### src/hdl/ext_port_regs.svh
/*
  register offsets, field positions, reset values and address pages of the boot-space external port.
  assumes an Avalon-MM slave with 32-bit data and word-aligned byte addresses.
*/
`ifndef EXT_PORT_REGS_SVH
`define EXT_PORT_REGS_SVH

// register byte addresses
`define OFS_EMI_CTL 6'h00
`define OFS_BANK_CTL 6'h04
`define OFS_BOOT_CTL 6'h08
`define OFS_IO_CTL 6'h0C
`define OFS_BRIDGE_STAT 6'h10
`define OFS_EXCHANGE 6'h14

// interface control fields
`define EMI_BUS16_BIT 0
`define EMI_RD_NEG_BIT 4
`define EMI_WR_NEG_BIT 5
`define EMI_LOCK_BIT 8
`define EMI_CTL_RST 16'h0000

// access control fields: [3:0] rd waits, [7:4] wr waits, [8] wait mode,
// [10:9] clock divider, [11] write hold, [12] common select enable
`define ACC_RDW_LSB 0
`define ACC_WRW_LSB 4
`define ACC_WMODE_BIT 8
`define ACC_DIV_LSB 9
`define ACC_HOLD_BIT 11
`define ACC_CMS_BIT 12
`define ACC_CTL_RST 16'h0000

// bridge status fields
`define BRG_PMBOOT_BIT 1
`define BRG_W24_BIT 3
`define BRG_STAT_RST 16'h0000

// address spaces (upper address bits of the core address)
`define BOOT_PAGE 8'h80
`define IO_PAGE 8'h40

`endif

### src/hdl/ext_port_pkg.sv
/*
  types of the boot-space external port.
  assumes ext_port_regs.svh for all numeric constants.
*/
package ext_port_pkg;
  // gray-coded along idle, setup, strobe, next
  typedef enum logic [1:0] {
    ST_IDLE = 2'b00,
    ST_SETUP = 2'b01,
    ST_STROBE = 2'b11,
    ST_NEXT = 2'b10
  } port_state_t;
  typedef enum logic [1:0] {SP_BANK = 2'b00, SP_BOOT = 2'b01, SP_IO = 2'b10} space_t;
  typedef enum logic [1:0] {SRC_INSTR = 2'b00, SRC_DATA = 2'b01, SRC_DMA = 2'b10} source_t;
endpackage : ext_port_pkg

### src/hdl/space_clock_div.sv
/*
  per-space clock divider: emits a one-cycle tick every (div+1) cycles.
  assumes div is steady while run is high.
*/
module space_clock_div (
  // clock and reset
  input wire logic i_clk,
  input wire logic i_srst,
  // control
  input wire logic i_run,
  input wire logic [1:0] i_div,
  // tick
  output logic o_tick
);
  logic [1:0] count;

  // restart on idle so every access begins aligned
  always_ff @(posedge i_clk) begin
    if (i_srst || !i_run || count == i_div) begin
      count <= 2'h0;
    end else begin
      count <= count + 2'h1;
    end
  end
  assign o_tick = i_run && (count == i_div);
endmodule : space_clock_div

### src/hdl/boot_space_external_port.sv
/*
  boot-space external port: register slave, request arbitration, address translation,
  byte packing and asynchronous memory strobes.
  assumes requesters hold a request until done; memory is asynchronous with fixed wait counts.
*/
// Decided for this implementation: register access over Avalon-MM and the address map.
`include "ext_port_regs.svh"

module boot_space_external_port
  import ext_port_pkg::*;
(
  // clock and reset
  input wire logic I_CORE_CLK,
  input wire logic I_SRST,
  // avalon-mm register slave
  input wire logic [5:0] i_AVS_ADDRESS,
  input wire logic i_AVS_READ,
  input wire logic i_AVS_WRITE,
  input wire logic [31:0] i_AVS_WRITEDATA,
  input wire logic [3:0] i_AVS_BYTEENABLE,
  output logic [31:0] o_AVS_READDATA,
  output logic o_AVS_WAITREQUEST,
  // requesters: 0 instruction, 1 data, 2 dma
  input wire logic [2:0] i_REQ,
  input wire logic [2:0] i_REQ_WRITE,
  input wire logic [2:0] i_REQ_W24,
  input wire logic [2:0] i_REQ_SECOND_GEN,
  input wire logic [23:0] i_REQ_ADDR0,
  input wire logic [23:0] i_REQ_ADDR1,
  input wire logic [23:0] i_REQ_ADDR2,
  input wire logic [23:0] i_REQ_WDATA0,
  input wire logic [23:0] i_REQ_WDATA1,
  input wire logic [23:0] i_REQ_WDATA2,
  output logic [2:0] o_REQ_DONE,
  output logic [15:0] o_RDATA_HIGH,
  output logic [7:0] o_BUS_EXCHANGE,
  // external memory pins
  output logic [23:0] o_EXT_ADDR,
  input wire logic [15:0] i_EXT_DATA,
  output logic [15:0] o_EXT_DATA,
  output logic o_EXT_DATA_OE,
  output logic o_RD_STROBE,
  output logic o_WR_STROBE,
  output logic o_BOOT_SPACE_SELECT_N,
  output logic o_BANK_SELECT_N,
  output logic o_IO_SELECT_N,
  output logic o_COMMON_SELECT_OUTPUT
);
  // registers
  logic [15:0] ext_mem_if_control;
  logic [15:0] bank_space_access_control;
  logic [15:0] boot_space_access_control;
  logic [15:0] io_space_access_control;
  logic [15:0] bridge_stat;
  logic [7:0] bus_exchange_reg;
  // access state
  port_state_t state;
  port_state_t next_state;
  space_t space;
  logic [1:0] grant;
  logic acc_write;
  logic acc_w24;
  logic [23:0] byte_addr;
  logic [23:0] wdata;
  logic [23:0] rdata;
  logic [1:0] beat;
  logic [1:0] last_beat;
  logic [3:0] wait_cnt;
  logic [15:0] din_q;
  logic rd_pend;
  logic [15:0] din_s1;
  logic [15:0] din_s2;
  logic [15:0] din_s3;

  // space decode, used for the request and for the register select
  function automatic space_t decode_space(input logic [23:0] a, input logic sec_gen, input logic [15:0] brg);
    if (sec_gen && brg[`BRG_PMBOOT_BIT] && brg[`BRG_W24_BIT]) begin
      decode_space = SP_BOOT;
    end else if (a[23:16] == `BOOT_PAGE) begin
      decode_space = SP_BOOT;
    end else if (a[23:16] == `IO_PAGE) begin
      decode_space = SP_IO;
    end else begin
      decode_space = SP_BANK;
    end
  endfunction : decode_space

  function automatic logic [15:0] space_ctl(input space_t s, input logic [15:0] bk, input logic [15:0] bt,
                                            input logic [15:0] io);
    unique case (s)
      SP_BOOT: space_ctl = bt;
      SP_IO: space_ctl = io;
      default: space_ctl = bk;
    endcase
  endfunction : space_ctl

  // register bus decode
  wire busy = (state != ST_IDLE);
  wire bus16 = ext_mem_if_control[`EMI_BUS16_BIT];
  wire locked = ext_mem_if_control[`EMI_LOCK_BIT];
  wire wr_emi = i_AVS_WRITE && i_AVS_ADDRESS == `OFS_EMI_CTL;
  wire wr_bank = i_AVS_WRITE && i_AVS_ADDRESS == `OFS_BANK_CTL && !locked;
  wire wr_boot = i_AVS_WRITE && i_AVS_ADDRESS == `OFS_BOOT_CTL && !locked;
  wire wr_io = i_AVS_WRITE && i_AVS_ADDRESS == `OFS_IO_CTL && !locked;
  wire wr_brg = i_AVS_WRITE && i_AVS_ADDRESS == `OFS_BRIDGE_STAT;
  wire [15:0] wmask = {{8{i_AVS_BYTEENABLE[1]}}, {8{i_AVS_BYTEENABLE[0]}}};
  wire [15:0] wval = i_AVS_WRITEDATA[15:0];
  // size and polarity bits are frozen while locked or busy
  wire [15:0] emi_keep = (locked || busy) ? 16'h0031 : 16'h0000;
  wire [15:0] emi_mask = wmask & ~emi_keep;

  // reads wait one cycle so the registered data stands when waitrequest drops
  assign o_AVS_WAITREQUEST = i_AVS_READ && !rd_pend;

  // register writes with byte enables
  always_ff @(posedge I_CORE_CLK) begin
    if (I_SRST) begin
      ext_mem_if_control <= `EMI_CTL_RST;
      bank_space_access_control <= `ACC_CTL_RST;
      boot_space_access_control <= `ACC_CTL_RST;
      io_space_access_control <= `ACC_CTL_RST;
      bridge_stat <= `BRG_STAT_RST;
    end else begin
      if (wr_emi) begin
        ext_mem_if_control <= (ext_mem_if_control & ~emi_mask) | (wval & emi_mask);
      end
      if (wr_bank) begin
        bank_space_access_control <= (bank_space_access_control & ~wmask) | (wval & wmask);
      end
      if (wr_boot) begin
        boot_space_access_control <= (boot_space_access_control & ~wmask) | (wval & wmask);
      end
      if (wr_io) begin
        io_space_access_control <= (io_space_access_control & ~wmask) | (wval & wmask);
      end
      if (wr_brg) begin
        bridge_stat <= (bridge_stat & ~wmask) | (wval & wmask);
      end
    end
  end

  // read mux; unmapped offsets read zero
  wire [15:0] rd_mux = (i_AVS_ADDRESS == `OFS_EMI_CTL) ? ext_mem_if_control :
                       (i_AVS_ADDRESS == `OFS_BANK_CTL) ? bank_space_access_control :
                       (i_AVS_ADDRESS == `OFS_BOOT_CTL) ? boot_space_access_control :
                       (i_AVS_ADDRESS == `OFS_IO_CTL) ? io_space_access_control :
                       (i_AVS_ADDRESS == `OFS_BRIDGE_STAT) ? {bridge_stat[15:3], busy, bridge_stat[1:0]} :
                       (i_AVS_ADDRESS == `OFS_EXCHANGE) ? {8'h00, bus_exchange_reg} : 16'h0000;
  always_ff @(posedge I_CORE_CLK) begin
    if (I_SRST) begin
      o_AVS_READDATA <= 32'h0000_0000;
      rd_pend <= 1'b0;
    end else begin
      rd_pend <= i_AVS_READ && !rd_pend;
      if (i_AVS_READ && !rd_pend) begin
        o_AVS_READDATA <= {16'h0000, rd_mux};
      end
    end
  end

  // fixed priority: dma, data, instruction
  // a requester whose done pulse is out is not granted again in that cycle
  wire [2:0] req_live = i_REQ & ~o_REQ_DONE;
  wire [1:0] pick = req_live[2] ? 2'd2 : (req_live[1] ? 2'd1 : 2'd0);
  wire [23:0] pick_addr = (pick == 2'd2) ? i_REQ_ADDR2 : (pick == 2'd1) ? i_REQ_ADDR1 : i_REQ_ADDR0;
  wire [23:0] pick_wdata = (pick == 2'd2) ? i_REQ_WDATA2 : (pick == 2'd1) ? i_REQ_WDATA1 : i_REQ_WDATA0;
  wire pick_w24 = i_REQ_W24[pick] || (i_REQ_SECOND_GEN[pick] && bridge_stat[`BRG_W24_BIT]);
  wire space_t pick_space = decode_space(pick_addr, i_REQ_SECOND_GEN[pick], bridge_stat);
  // beats: 16-bit word on 8-bit bus = 2, 24-bit = 3 bytes; 16-bit bus = 1 or 2
  wire [1:0] pick_last = bus16 ? (pick_w24 ? 2'd1 : 2'd0) : (pick_w24 ? 2'd2 : 2'd1);
  // word address to byte address; on the 8-bit bus 24-bit words pack into 4-byte slots
  wire [23:0] pick_byte = bus16 ? {pick_addr[22:0], 1'b0} : (pick_w24 ? {pick_addr[21:0], 2'b00} :
                          {pick_addr[22:0], 1'b0});

  wire [15:0] cur_ctl = space_ctl(space, bank_space_access_control, boot_space_access_control,
                                  io_space_access_control);
  wire [3:0] waits = acc_write ? cur_ctl[`ACC_WRW_LSB +: 4] : cur_ctl[`ACC_RDW_LSB +: 4];
  wire tick;

  space_clock_div u_div (
    .i_clk(I_CORE_CLK),
    .i_srst(I_SRST),
    .i_run(busy),
    .i_div(cur_ctl[`ACC_DIV_LSB +: 2]),
    .o_tick(tick)
  );

  // transfer sequencer
  // wait mode is stored only; the strobe lasts wait count + 1 ticks of the divided space clock
  wire strobe_end = tick && wait_cnt == waits;
  always_comb begin
    next_state = state;
    unique case (state)
      ST_IDLE: next_state = (req_live != 3'b000) ? ST_SETUP : ST_IDLE;
      ST_SETUP: next_state = tick ? ST_STROBE : ST_SETUP;
      ST_STROBE: next_state = strobe_end ? ST_NEXT : ST_STROBE;
      ST_NEXT: next_state = tick ? ((beat == last_beat) ? ST_IDLE : ST_SETUP) : ST_NEXT;
    endcase
  end

  // data input synchroniser: compare second and third stage only
  always_ff @(posedge I_CORE_CLK) begin
    din_s1 <= i_EXT_DATA;
    din_s2 <= din_s1;
    din_s3 <= din_s2;
    if (din_s2 == din_s3) begin
      din_q <= din_s3;
    end
  end
  wire [15:0] din = din_q;

  always_ff @(posedge I_CORE_CLK) begin
    if (I_SRST) begin
      state <= ST_IDLE;
      space <= SP_BANK;
      grant <= 2'd0;
      acc_write <= 1'b0;
      acc_w24 <= 1'b0;
      byte_addr <= 24'h000000;
      wdata <= 24'h000000;
      rdata <= 24'h000000;
      beat <= 2'd0;
      last_beat <= 2'd0;
      wait_cnt <= 4'h0;
    end else begin
      state <= next_state;
      if (state == ST_IDLE && req_live != 3'b000) begin
        grant <= pick;
        space <= pick_space;
        acc_write <= i_REQ_WRITE[pick];
        acc_w24 <= pick_w24;
        byte_addr <= pick_byte;
        wdata <= pick_wdata;
        beat <= 2'd0;
        last_beat <= pick_last;
        wait_cnt <= 4'h0;
      end
      if (state == ST_STROBE && tick && !strobe_end) begin
        wait_cnt <= wait_cnt + 4'h1;
      end
      // capture at strobe end: bytes ascend, first byte is the lowest
      if (state == ST_STROBE && strobe_end && !acc_write) begin
        if (bus16) begin
          rdata <= beat == 2'd0 ? {8'h00, din} : {din[7:0], rdata[15:0]};
        end else begin
          rdata <= {din[7:0], rdata[23:8]};
        end
      end
      if (state == ST_NEXT && tick && beat != last_beat) begin
        beat <= beat + 2'd1;
        byte_addr <= byte_addr + (bus16 ? 24'h000002 : 24'h000001);
        wait_cnt <= 4'h0;
      end
    end
  end

  // completion and unpacking of read data
  wire finish = state == ST_NEXT && tick && beat == last_beat;
  wire [23:0] rd_aligned = bus16 ? rdata : (acc_w24 ? rdata : {8'h00, rdata[23:8]});
  always_ff @(posedge I_CORE_CLK) begin
    if (I_SRST) begin
      o_REQ_DONE <= 3'b000;
      o_RDATA_HIGH <= 16'h0000;
      bus_exchange_reg <= 8'h00;
    end else begin
      o_REQ_DONE <= finish ? (3'b001 << grant) : 3'b000;
      if (finish && !acc_write) begin
        if (acc_w24) begin
          bus_exchange_reg <= rd_aligned[7:0];
          o_RDATA_HIGH <= rd_aligned[23:8];
        end else begin
          o_RDATA_HIGH <= rd_aligned[15:0];
        end
      end
    end
  end
  assign o_BUS_EXCHANGE = bus_exchange_reg;

  // pins: selects track address and drop when idle
  wire strobe_on = state == ST_STROBE;
  wire [7:0] wr_byte = (beat == 2'd0) ? wdata[7:0] : (beat == 2'd1) ? wdata[15:8] : wdata[23:16];
  wire [15:0] wr_word = (beat == 2'd0) ? wdata[15:0] : {8'h00, wdata[23:16]};
  always_ff @(posedge I_CORE_CLK) begin
    if (I_SRST) begin
      o_EXT_ADDR <= 24'h000000;
      o_EXT_DATA <= 16'h0000;
      o_EXT_DATA_OE <= 1'b0;
      o_RD_STROBE <= 1'b0;
      o_WR_STROBE <= 1'b0;
      o_BOOT_SPACE_SELECT_N <= 1'b1;
      o_BANK_SELECT_N <= 1'b1;
      o_IO_SELECT_N <= 1'b1;
      o_COMMON_SELECT_OUTPUT <= 1'b0;
    end else begin
      o_EXT_ADDR <= byte_addr;
      o_EXT_DATA <= bus16 ? wr_word : {8'h00, wr_byte};
      o_EXT_DATA_OE <= busy && acc_write;
      // one polarity pair for all spaces
      o_RD_STROBE <= (strobe_on && !acc_write) ^ ext_mem_if_control[`EMI_RD_NEG_BIT];
      o_WR_STROBE <= (strobe_on && acc_write) ^ ext_mem_if_control[`EMI_WR_NEG_BIT];
      o_BOOT_SPACE_SELECT_N <= !(busy && space == SP_BOOT);
      o_BANK_SELECT_N <= !(busy && space == SP_BANK);
      o_IO_SELECT_N <= !(busy && space == SP_IO);
      o_COMMON_SELECT_OUTPUT <= busy && cur_ctl[`ACC_CMS_BIT];
    end
  end

  // assertions
  a_lock_blocks_boot: assert property (@(posedge I_CORE_CLK) disable iff (I_SRST)
    (i_AVS_WRITE && i_AVS_ADDRESS == `OFS_BOOT_CTL && locked) |=> $stable(boot_space_access_control))
    else $error("boot control changed while locked");
  a_busy_keeps_size: assert property (@(posedge I_CORE_CLK) disable iff (I_SRST)
    (wr_emi && busy) |=> $stable(ext_mem_if_control[`EMI_BUS16_BIT]))
    else $error("bus size changed during access");
  a_idle_selects_off: assert property (@(posedge I_CORE_CLK) disable iff (I_SRST)
    (!busy) |=> (o_BANK_SELECT_N && o_IO_SELECT_N && o_BOOT_SPACE_SELECT_N))
    else $error("select active while idle");
  a_strobe_polarity: assert property (@(posedge I_CORE_CLK) disable iff (I_SRST)
    (!busy && !$past(busy)) |-> (o_RD_STROBE == ext_mem_if_control[`EMI_RD_NEG_BIT] || $changed(ext_mem_if_control)))
    else $error("read strobe not at idle level");
  a_second_gen_boot: assert property (@(posedge I_CORE_CLK) disable iff (I_SRST)
    (state == ST_IDLE && i_REQ == 3'b010 && i_REQ_SECOND_GEN[1] && bridge_stat[1] && bridge_stat[3])
    |=> space == SP_BOOT)
    else $error("second generator access not in boot space");
  a_done_after_last: assert property (@(posedge I_CORE_CLK) disable iff (I_SRST)
    (o_REQ_DONE != 3'b000) |-> $past(beat == last_beat))
    else $error("done before last byte");
  a_byte_ascend: assert property (@(posedge I_CORE_CLK) disable iff (I_SRST)
    (state == ST_NEXT && tick && beat != last_beat && !bus16) |=> byte_addr == $past(byte_addr) + 24'h000001)
    else $error("byte address not ascending");
  a_exchange_low: assert property (@(posedge I_CORE_CLK) disable iff (I_SRST)
    (finish && !acc_write && acc_w24) |=> bus_exchange_reg == $past(rd_aligned[7:0]))
    else $error("exchange byte wrong");
endmodule : boot_space_external_port

### config.mk
export PLATFORM = sky130hd
export DESIGN_NAME = boot_space_external_port
export DESIGN_NICKNAME = d
export VERILOG_FILES = /design/src/hdl/ext_port_pkg.sv /design/src/hdl/space_clock_div.sv /design/src/hdl/boot_space_external_port.sv
export VERILOG_INCLUDE_DIRS = /design/src /design/src/hdl
export SDC_FILE = /design/constraint.sdc
export NUM_CORES = 1
export LEC_CHECK = 0
export ABC_AREA = 1
export BUFFER_PORTS_ARGS = -buffer_cell sky130_fd_sc_hd__buf_2
export CAP_MARGIN = 10
export CORE_UTILIZATION = 50
export CTS_BUF_LIST = sky130_fd_sc_hd__clkbuf_8
export CTS_CLUSTER_DIAMETER = 150
export DETAILED_ROUTE_END_ITERATION = 7
export PLACE_DENSITY = 0.83
export SETUP_SLACK_MARGIN = 0.3
export SYNTH_ARGS = -nofsm -noshare
export SYNTH_HDL_FRONTEND = slang
export SYNTH_SLANG_ARGS = --single-unit
### constraint.sdc
create_clock -name I_CORE_CLK -period 8.1 [get_ports I_CORE_CLK]
set_clock_uncertainty 0.05 [all_clocks]
set_input_delay 0.405 -clock I_CORE_CLK [delete_from_list [all_inputs] [get_ports I_CORE_CLK]]
set_output_delay 0.405 -clock I_CORE_CLK [all_outputs]
set_load 0.01 [all_outputs]
==> flow_summary.toml, run 1 <==
[sta]
fin_setup_tns_ps = 0
finalCritPeriodShare_pct = 49.6
max_freq_mhz = 249
hold_viol_final = 0
slew_headroom_pct = 34.1
timing.hold.ws_ps = 39.7
rsz0062_at_grt = "false"
period_minus_slack_ps = 4020
slew_viol_final = 0
worst_slew_pin_slew_ps = 988
setup_viol = 0

[global_routing]
overflow = 0
grt_pass1_wl_microns = 65300
track_usage_pct = 27.8
antenna_found_initial = 0
grt_pass1_vias = 12800
grt_start_max_net_pins = 69

[setup_path]
end_kind = "register"
cp.arrival_ps = 4500
r2r-start = "o_REQ_DONE[2]"
crit_fanout = 43
rrSetupSlack_ps = 4080
critPathKind = "reg -> reg"
r2r_end = "byte_addr[22]"
ff2ff_path_depth = 14
worstPathRequired_ps = 8580
cp-startpoint = "o_REQ_DONE[2]"
startpoint_type = "register"

[synth]
ys_async_sr_fraction_pct = 0
yosysSeqAreaShare_pct = 45.8
ys_ff_latch = 324
synth_top_area_share_pct = 42.5
postSynthAreaPerCell_sq_um = 7.32
synth_edf_count = 16
synth_cell_type_count = 52
yosys-top-cells-area = "dfxtp_1, nand2_1, a21oi_1"
synth_ff_type = "dfxtp_1"
synth_top_area_cell = "dfxtp_1"
synth_area_sq_um = 14500
syn_inst = 1985
yosysWarnings = 0

[clock_network]
cts-buffers-inserted = 52
root_buffer = "clkbuf_8"
postCtsSetupBuffers = 0
clockBufferDepth = 3
clk_pin_slew_ps = 70
cts_tree = "built"
clk-insertion-delay-late_ps = 600
cts_sinks = 324
ctsHtreeMaxLevel = 2

[power_and_ir_drop]
leakage_nw = 7.84
peakVddDrop_mv = 0.173
power.density_nw_per_um2 = 258
p_total_mw = 4.46

[hold_path]
min_from = "i_REQ_WDATA0[1]"
hold_path_end = "wdata[1]"
hold_class = "in -> reg"
whs_path_depth = 3

[floorplan]
die-area_sq_um = 29700
die_w_microns = 172
std_cell_rows = 62
die_h_microns = 172
core-area_sq_um = 28600
top_level_ports = 325
start_util_pct = 50.7

[layout]
num-fill-cells = 2582
antennaDiodeCount = 0
multi_input_area_sq_um = 6660
stdcell_count = 2683
area_delta_synth_final_pct = 19.0
nets = 2485
seq_area_sq_um = 6650
final_layout_size_suffix_gt1_share_pct = 19.0

[routing]
drtIter0Drc = 1342
drc_errors = 0
wire_per_inst_microns = 15.8
via_per_inst = 5.35
ant_nets = 0
num_vias = 14300
first_pass_iters = 6
wl_microns = 42400

[place]
routabilityCongestion = 0.935
port_buffers = 290
dp_hpwl_microns = 29900
dp_cells = 2571

[run]
cap_violations = 0

[outcome]
status = "completed"
==> Yosys cell counts, drive strengths merged (10+ instances only) <==
master  instances
o221ai         10
clkbuf         51
inv           179
buf            59
o22ai          15
nand4          14
o211ai         38
xor2           18
edfxtp         16
nor3           16
nor2          207
a41oi          10
o21ai         153
nand2         555
a21oi         153
nand3         114
dfxtp         308
xnor2          13
==> cell type report <==
class,instances,share of cell area [%]
multi-input cells,1382,38.5
clock buffers,66,5.26
inverters,184,4.03
well taps,384,2.78
repair buffers,313,9.64
flip-flops and latches,324,38.5
clock inverters,30,1.29
==> critical path: stages (launching register included) <==
cell	delay (ps)
dfxtp_1	320
inv_1	40
nand2_1	470
inv_2	510
nor2_4	880
nand2_1	170
nand3_1	210
nand2_2	260
nand2_4	330
inv_1	240
nand2_1	110
nand3_1	120
nand2_1	110
nand2_1	50
nand2_1	90
==> cells by family after synthesis <==
logic type | count (synthesis) | synth area share [%]
buffers and inverters | 294 | 8.84
AOI/OAI and AO/OA | 403 | 15.6
adders and majority gates | 10 | 0.913
and+or+nand+nor | 922 | 27.0
xor gates and xnor gates | 31 | 1.87
other | 1 | 0.0258
DFF | 324 | 45.8
==> per-stage QoR <==
| step | setup slack, ps | instance area (sq um) | util (%) |
|---|---|---|---|
| 2_1_floorplan | 5170 | 14600 | - |
| 3_3_place_gp | 4250 | 16000 | 55.9 |
| 3_5_place_dp | 4110 | 16000 | 55.9 |
| 4_1_cts | 4260 | 17300 | 60.4 |
| 5_1_grt | 3780 | 17300 | 60.4 |
| 6_report | 4080 | 17300 | 60.4 |
==> how the worst max path moves through the flow <==
stage          depth (start not counted)            end  slack, ps
2_1_floorplan                          4         din[0]       5170
3_3_place_gp                          14  byte_addr[22]       4250
3_5_place_dp                          13  byte_addr[16]       4110
4_1_cts                               14  byte_addr[22]       4260
5_1_grt                               13   byte_addr[2]       3780
6_report                              14  byte_addr[22]       4080
==> layout by cell type, fill, tap and decap left out, drive strengths merged, types with 14 or more instances in the layout <==
master,Yosys,routed
nand2,555,555
dfxtp,308,308
buf,59,297
nor2,207,207
inv,179,194
a21oi,153,153
o21ai,153,153
nand3,114,114
clkbuf,51,66
o211ai,38,38
xor2,18,18
clkinv,5,17
conb,1,16
edfxtp,16,16
dlygate4sd3,0,16
nor3,16,16
o22ai,15,15
nand4,14,14
==> power breakdown <==
group	leakage (nW)	internal (mW)	switching (mW)
Combinational	4.54	0.338	0.713
Sequential	2.66	1.79	0.125
Clock	0.644	0.835	0.659
==> per-layer routing <==
layer  part of all wire, %  global-route usage, %
met4                   2.9                   10.2
met1                    41                   36.3
met3                   9.4                   5.20
met5                     0                      0
met2                    46                   45.5
==> timing repair <==
| action | 4_1_cts | 5_1_grt |
|---|---|---|
| hold buffers | 16 | 0 |
| gates resized for setup | 0 | 0 |
| hold endpoints to repair | 16 | 0 |
No activity file was read; power rests on OpenSTA's default activity.
==> run 2, diff against run 1 <==
==> constraint.sdc (replaced) <==
create_clock -name I_CORE_CLK -period 3.8 [get_ports I_CORE_CLK]
set_clock_uncertainty 0.05 [all_clocks]
set_input_delay 0.19 -clock I_CORE_CLK [delete_from_list [all_inputs] [get_ports I_CORE_CLK]]
set_output_delay 0.19 -clock I_CORE_CLK [all_outputs]
set_load 0.01 [all_outputs]
==> run 2 against run 1 <==
Compared with the run above: core utilization rose by 2.6 points; wire length rose by 4.0%; cell count rose by 2.9%; via count rose by 2.1%; setup slack got worse by 3400 ps; register-to-register slack got worse by 3400 ps; hold slack got worse by 22 ps; die area did not move; clock power rose by 100%; sequential cell count did not move; non-clock buffer count rose by 84; largest cell class unchanged; count of clock-buffer cells in the layout rose by 3; critical endpoint is now wdata[5].
==> flow_summary.toml, run 2 (synthesized netlist as in run 1, its figures left out) <==
[global_routing]
grt.met2_usage_pct = 47.9
grt.busiest_layer = "met2"
overflow = 0
grt_pass1_vias = 13200
grt_pass1_wl_microns = 67700
track_usage_pct = 28.9
grt.met1_usage_pct = 37.1
use_met3_pct = 5.38
antenna_found_initial = 0
grt_start_max_net_pins = 57

[place]
port_buffers = 290
dpl-instance-area_sq_um = 16100
pre_cts_ws_ps = 887
routabilityCongestion = 0.941
dp_hpwl_microns = 30200

[clock_network]
cts_tree = "built"
clockBufferDepth = 3
ctsHtreeMaxLevel = 2
cts_resized = 0
clk_pin_slew_ps = 60
root_buffer = "clkbuf_8"
holdBufCountCts = 90
clk-insertion-delay-late_ps = 590
cts_sinks = 324
cts-buffers-inserted = 51
postCtsSetupBuffers = 0

[routing]
wl_microns = 44100
via_per_inst = 5.30
wire_per_inst_microns = 15.9
ant_nets = 0
drtIter0Drc = 1392
drc_errors = 0
num_vias = 14700
first_pass_iters = 6

[floorplan]
die_h_microns = 172
core-area_sq_um = 28600
start_util_pct = 50.7
std_cell_rows = 62
die_w_microns = 172
top_level_ports = 325
die-area_sq_um = 29700

[power_and_ir_drop]
peakVddDrop_mv = 0.298
power.density_nw_per_um2 = 524
leakage_nw = 8.15
p_total_mw = 9.45

[setup_path]
critPathMostFrequentCell = "nand2_1"
startpoint_type = "register"
worstPathRequired_ps = 4270
cpMaxStageDelayCell = "dlygate4sd3_1"
crit_fanout = 52
critPathKind = "reg -> reg"
worstPathCellList = "inv_1 > nand2_1 > nand2_2 > inv_2 > o21ai_1 > nand2_1 > clkinv_1 > buf_4 > o21ai_0 > a41oi_1 > dlygate4sd3_1"
end_kind = "register"
slowest_delay_ps = 600
cp.arrival_ps = 3620

[sta]
setup_viol = 0
fin_setup_tns_ps = 0
rsz0062_at_grt = "false"
period_minus_slack_ps = 3160
max_freq_mhz = 317
finalCritPeriodShare_pct = 83.0
slew_headroom_pct = 44.3
hold_viol_final = 0
finalWorstSetupSlack_ps = 645
worst_slew_pin_slew_ps = 833
slew_viol_final = 0

[run]
cap_violations = 0

[layout]
area_delta_synth_final_pct = 24.1
multi_input_area_sq_um = 6660
layout_common_cells = "nand2_1, dfxtp_1, buf_2"
final_layout_size_suffix_gt1_share_pct = 18.5
antennaDiodeCount = 0
post-route-util_pct = 62.9
seq_area_sq_um = 6650
final_common_cell = "nand2_1"
nets = 2568
num-fill-cells = 2431
fin_area_sq_um = 18000

[outcome]
status = "completed"

[hold_path]
hold_class = "in -> reg"
run 2: power breakdown:
group / switching (mW) / internal, mW / leakage (nW)
clock network: 1.36 / 1.62 / 0.602
logic: 1.54 / 0.837 / 4.89
registers: 0.273 / 3.82 / 2.66
total: 3.17 / 6.28 / 8.15
run 2: critical path, delay by kind of cell, from the launching register on:
kind | cells | cell delay, ps
buffers and inverters | 5 | 1210
AOI/OAI and AO/OA | 3 | 520
DFF | 1 | 310
and+or+nand+nor | 3 | 960
run 2: stage by stage:
step	std cells	hold WS [ps]
6_report	2762	17.9
3_3_place_gp	2581	244
3_5_place_dp	2581	244
4_1_cts	2762	4.40
2_1_floorplan	2000	168
5_1_grt	2762	42.5
run 2: layer usage:
metal,vias to the layer above,wire (microns)
met4,0,1650
li1,7141,-
met5,-,0
met3,130,3760
met2,738,20300
met1,6642,18300
run 2: area by class of cell:
type / count / share of cell area, %
multi-input combinational: 1382 / 37.0
sequential: 324 / 36.9
timing repair buffer: 397 / 13.8
clock buffer: 69 / 5.27
inverter: 184 / 3.86
tap: 384 / 2.67
clock inverter: 22 / 0.562
run 2: final timing paths:
check | slack [ps] | to | start | depth (start not counted)
worst max-delay path | 640 | wdata[5] | o_REQ_DONE[2] | 11
worst min-delay path | 20 | byte_addr[10] | i_REQ_ADDR1[8] | 7
worst max register to register | 640 | wdata[5] | o_REQ_DONE[2] | 11
worst min register to register | 270 | din_s2[3] | din_s1[3] | 0
==> run 3, diff against run 2 <==
--- a/config.mk
+++ b/config.mk
@@ -6,7 +6,7 @@
 export SDC_FILE = /design/constraint.sdc
 export NUM_CORES = 1
 export LEC_CHECK = 0
-export ABC_AREA = 1
+export ABC_AREA = 0
 export BUFFER_PORTS_ARGS = -buffer_cell sky130_fd_sc_hd__buf_2
 export CAP_MARGIN = 10
 export CORE_UTILIZATION = 50
==> constraint.sdc (replaced) <==
create_clock -name I_CORE_CLK -period 3 [get_ports I_CORE_CLK]
set_clock_uncertainty 0.05 [all_clocks]
set_input_delay 0.15 -clock I_CORE_CLK [delete_from_list [all_inputs] [get_ports I_CORE_CLK]]
set_output_delay 0.15 -clock I_CORE_CLK [all_outputs]
set_load 0.01 [all_outputs]
==> run 3 against run 2 <==
Compared with the run above: the flow now finishes with violations (design-rule violations); hold slack gained 18 ps; critical endpoint is now rdata[15]; first-iteration DRC count is 3.6% higher; setup slack worse by 310 ps; maximum frequency is 18% higher; final area rose by 1.0%; via count fell by 4.2%; non-clock buffer count is 43 higher; sequential power grew 15%.
==> flow_summary.toml, run 3 <==
[hold_path]
hold_class = "in -> reg"

[routing]
ant_nets = 0
drtIter0Drc = 1442
first_pass_iters = 8
wl_microns = 44500
via_per_inst = 5.81
num_vias = 14000
wire_per_inst_microns = 18.4
drc_errors = 2

[synth]
synth_cell_type_count = 64
synth.most_common_cell = "dfxtp_1"
synth_top_area_cell = "dfxtp_1"
synth_area_sq_um = 14100
yosys-top-cells-area = "dfxtp_1, nor2_1, mux2i_1"
yosysWarnings = 0
synth_ff_type = "dfxtp_1"
yosysSeqAreaShare_pct = 47.2
syn_inst = 1633
ys_async_sr_fraction_pct = 0
postSynthAreaPerCell_sq_um = 8.62
synth_top_area_share_pct = 43.8
synth_edf_count = 16
ys_ff_latch = 324
ys_top_cells_by_count = "dfxtp_1, nor2_1, nand2_1, a21oi_1, clkbuf_1"

[floorplan]
core-area_sq_um = 27700
die-area_sq_um = 28800
die_h_microns = 170
top_level_ports = 325
die_w_microns = 170
std_cell_rows = 61
start_util_pct = 50.8

[layout]
area_delta_synth_final_pct = 29.3
final_common_cell = "dfxtp_1"
post-route-util_pct = 65.7
nets = 2227
antennaDiodeCount = 0
final_layout_size_suffix_gt1_share_pct = 24.2
layout_common_cells = "dfxtp_1, buf_2, nor2_1"
stdcell_count = 2416

[clock_network]
clockBufferDepth = 3
clk-insertion-delay-late_ps = 590
cts_tree = "built"
clk_pin_slew_ps = 70
cts-buffers-inserted = 51
cts_sinks = 324
root_buffer = "clkbuf_8"
ctsHtreeMaxLevel = 2

[power_and_ir_drop]
leakage_nw = 7.64
power.density_nw_per_um2 = 559
peakVddDrop_mv = 0.499

[sta]
hold_viol_final = 0
fin_setup_tns_ps = 0
worst_slew_pin_slew_ps = 992
slew_headroom_pct = 33.9
period_minus_slack_ps = 2670
setup_viol = 0
max_freq_mhz = 375
finalCritPeriodShare_pct = 88.9
slew_viol_final = 0
rsz0062_at_grt = "true"

[setup_path]
worstPathRequired_ps = 3390
startpoint_type = "register"
slowest_delay_ps = 520
end_kind = "register"
cp.arrival_ps = 3050
critPathKind = "reg -> reg"
critPathMostFrequentCell = "buf_6"
crit_fanout = 8
cpMaxStageDelayCell = "mux4_2"
worstPathCellList = "inv_4 > ha_4 > a22o_1 > mux4_2 > xor2_4 > a2111oi_4 > buf_6 > and3_4 > buf_6 > a211oi_1"

[place]
dp_cells = 2220
port_buffers = 290
dp_hpwl_microns = 29000
routabilityCongestion = 0.911

[outcome]
violations = "design-rule violations"
status = "complete, but fails checks"

[global_routing]
overflow = 0
grt_start_max_net_pins = 131
track_usage_pct = 29.8
grt_pass1_wl_microns = 68600
grt_pass1_vias = 13400
antenna_found_initial = 1

[run]
cap_violations = 0
[run 3: final cells by class]
type | count | area, sq um
Clock buffer | 64 | 881
Clock inverter | 28 | 243
Fill cell | 2178 | 9500
Inverter | 19 | 73.8
Multi-Input combinational cell | 1163 | 6990
Sequential cell | 324 | 6650
Tap cell | 378 | 473
Timing Repair Buffer | 440 | 2880
[run 3: cell families after synthesis]
| kind of cell | share of synthesized area (%) |
|---|---|
| compound gates | 18.8 |
| xor+xnor | 1.74 |
| other cells | 0.0266 |
| fa+ha+maj | 0.942 |
| flops | 47.2 |
| simple gates | 20.8 |
| buf+inv | 4.91 |
| mux | 5.53 |
[run 3: metal layers]
metal	share of wire (%)	track usage (%)	vias up
met4	3.8	12.8	2
li1	-	-	6555
met3	7.5	4.92	144
met1	40	36.4	6635
met5	0.029	0	-
met2	49	51.7	700
[run 3: worst max-delay path, delay by kind of cell (launching register included)]
kind	cells	cell delay, ps
fa+ha+maj	1	180
buf+inv	3	390
compound gates	3	620
flops	1	380
mux	1	520
xor+xnor	1	180
simple gates	1	210
[run 3: worst paths after layout]
| path | depth (start not counted) | slack [ps] | endpoint | startpoint |
|---|---|---|---|---|
| hold / removal | 4 | 40 | register | i_AVS_BYTEENABLE[0] |
| setup / recovery | 10 | 330 | rdata[15] | space[1] |
| hold reg to reg | 0 | 280 | din_s2[15] | din_s1[15] |
| setup reg to reg | 10 | 330 | rdata[15] | space[1] |
[run 3: what timing repair did]
item / in CTS / in global routing
buffers inserted: 2 / 6
gates resized for setup: 7 / 40
pin swaps: 0 / 13
cloned: 0 / 4
hold buffers: 92 / 0
setup endpoints to repair: 45 / 68
hold endpoints to repair: 120 / 0
[run 3: per-stage QoR]
| stage | hold slack [ps] | power [mW] | setup slack (ps) | instance area [sq um] |
|---|---|---|---|---|
| CTS | 7.37 | 10.1 | 252 | 17900 |
| floorplan | 128 | 5.51 | 291 | 14200 |
| global placement | 202 | 5.96 | 254 | 15900 |
| detailed placement | 204 | 6.01 | 84.1 | 15900 |
| finish | 36.0 | 10.2 | 332 | 18200 |
| global route | 23.0 | 10.5 | 243 | 18200 |
[run 3: power breakdown]
part	total [mW]	switching (mW)	leakage, nW	internal, mW
Combinational	1.42	0.797	4.35	0.619
Sequential	4.71	0.160	2.66	4.55
Clock	4.05	1.77	0.632	2.28
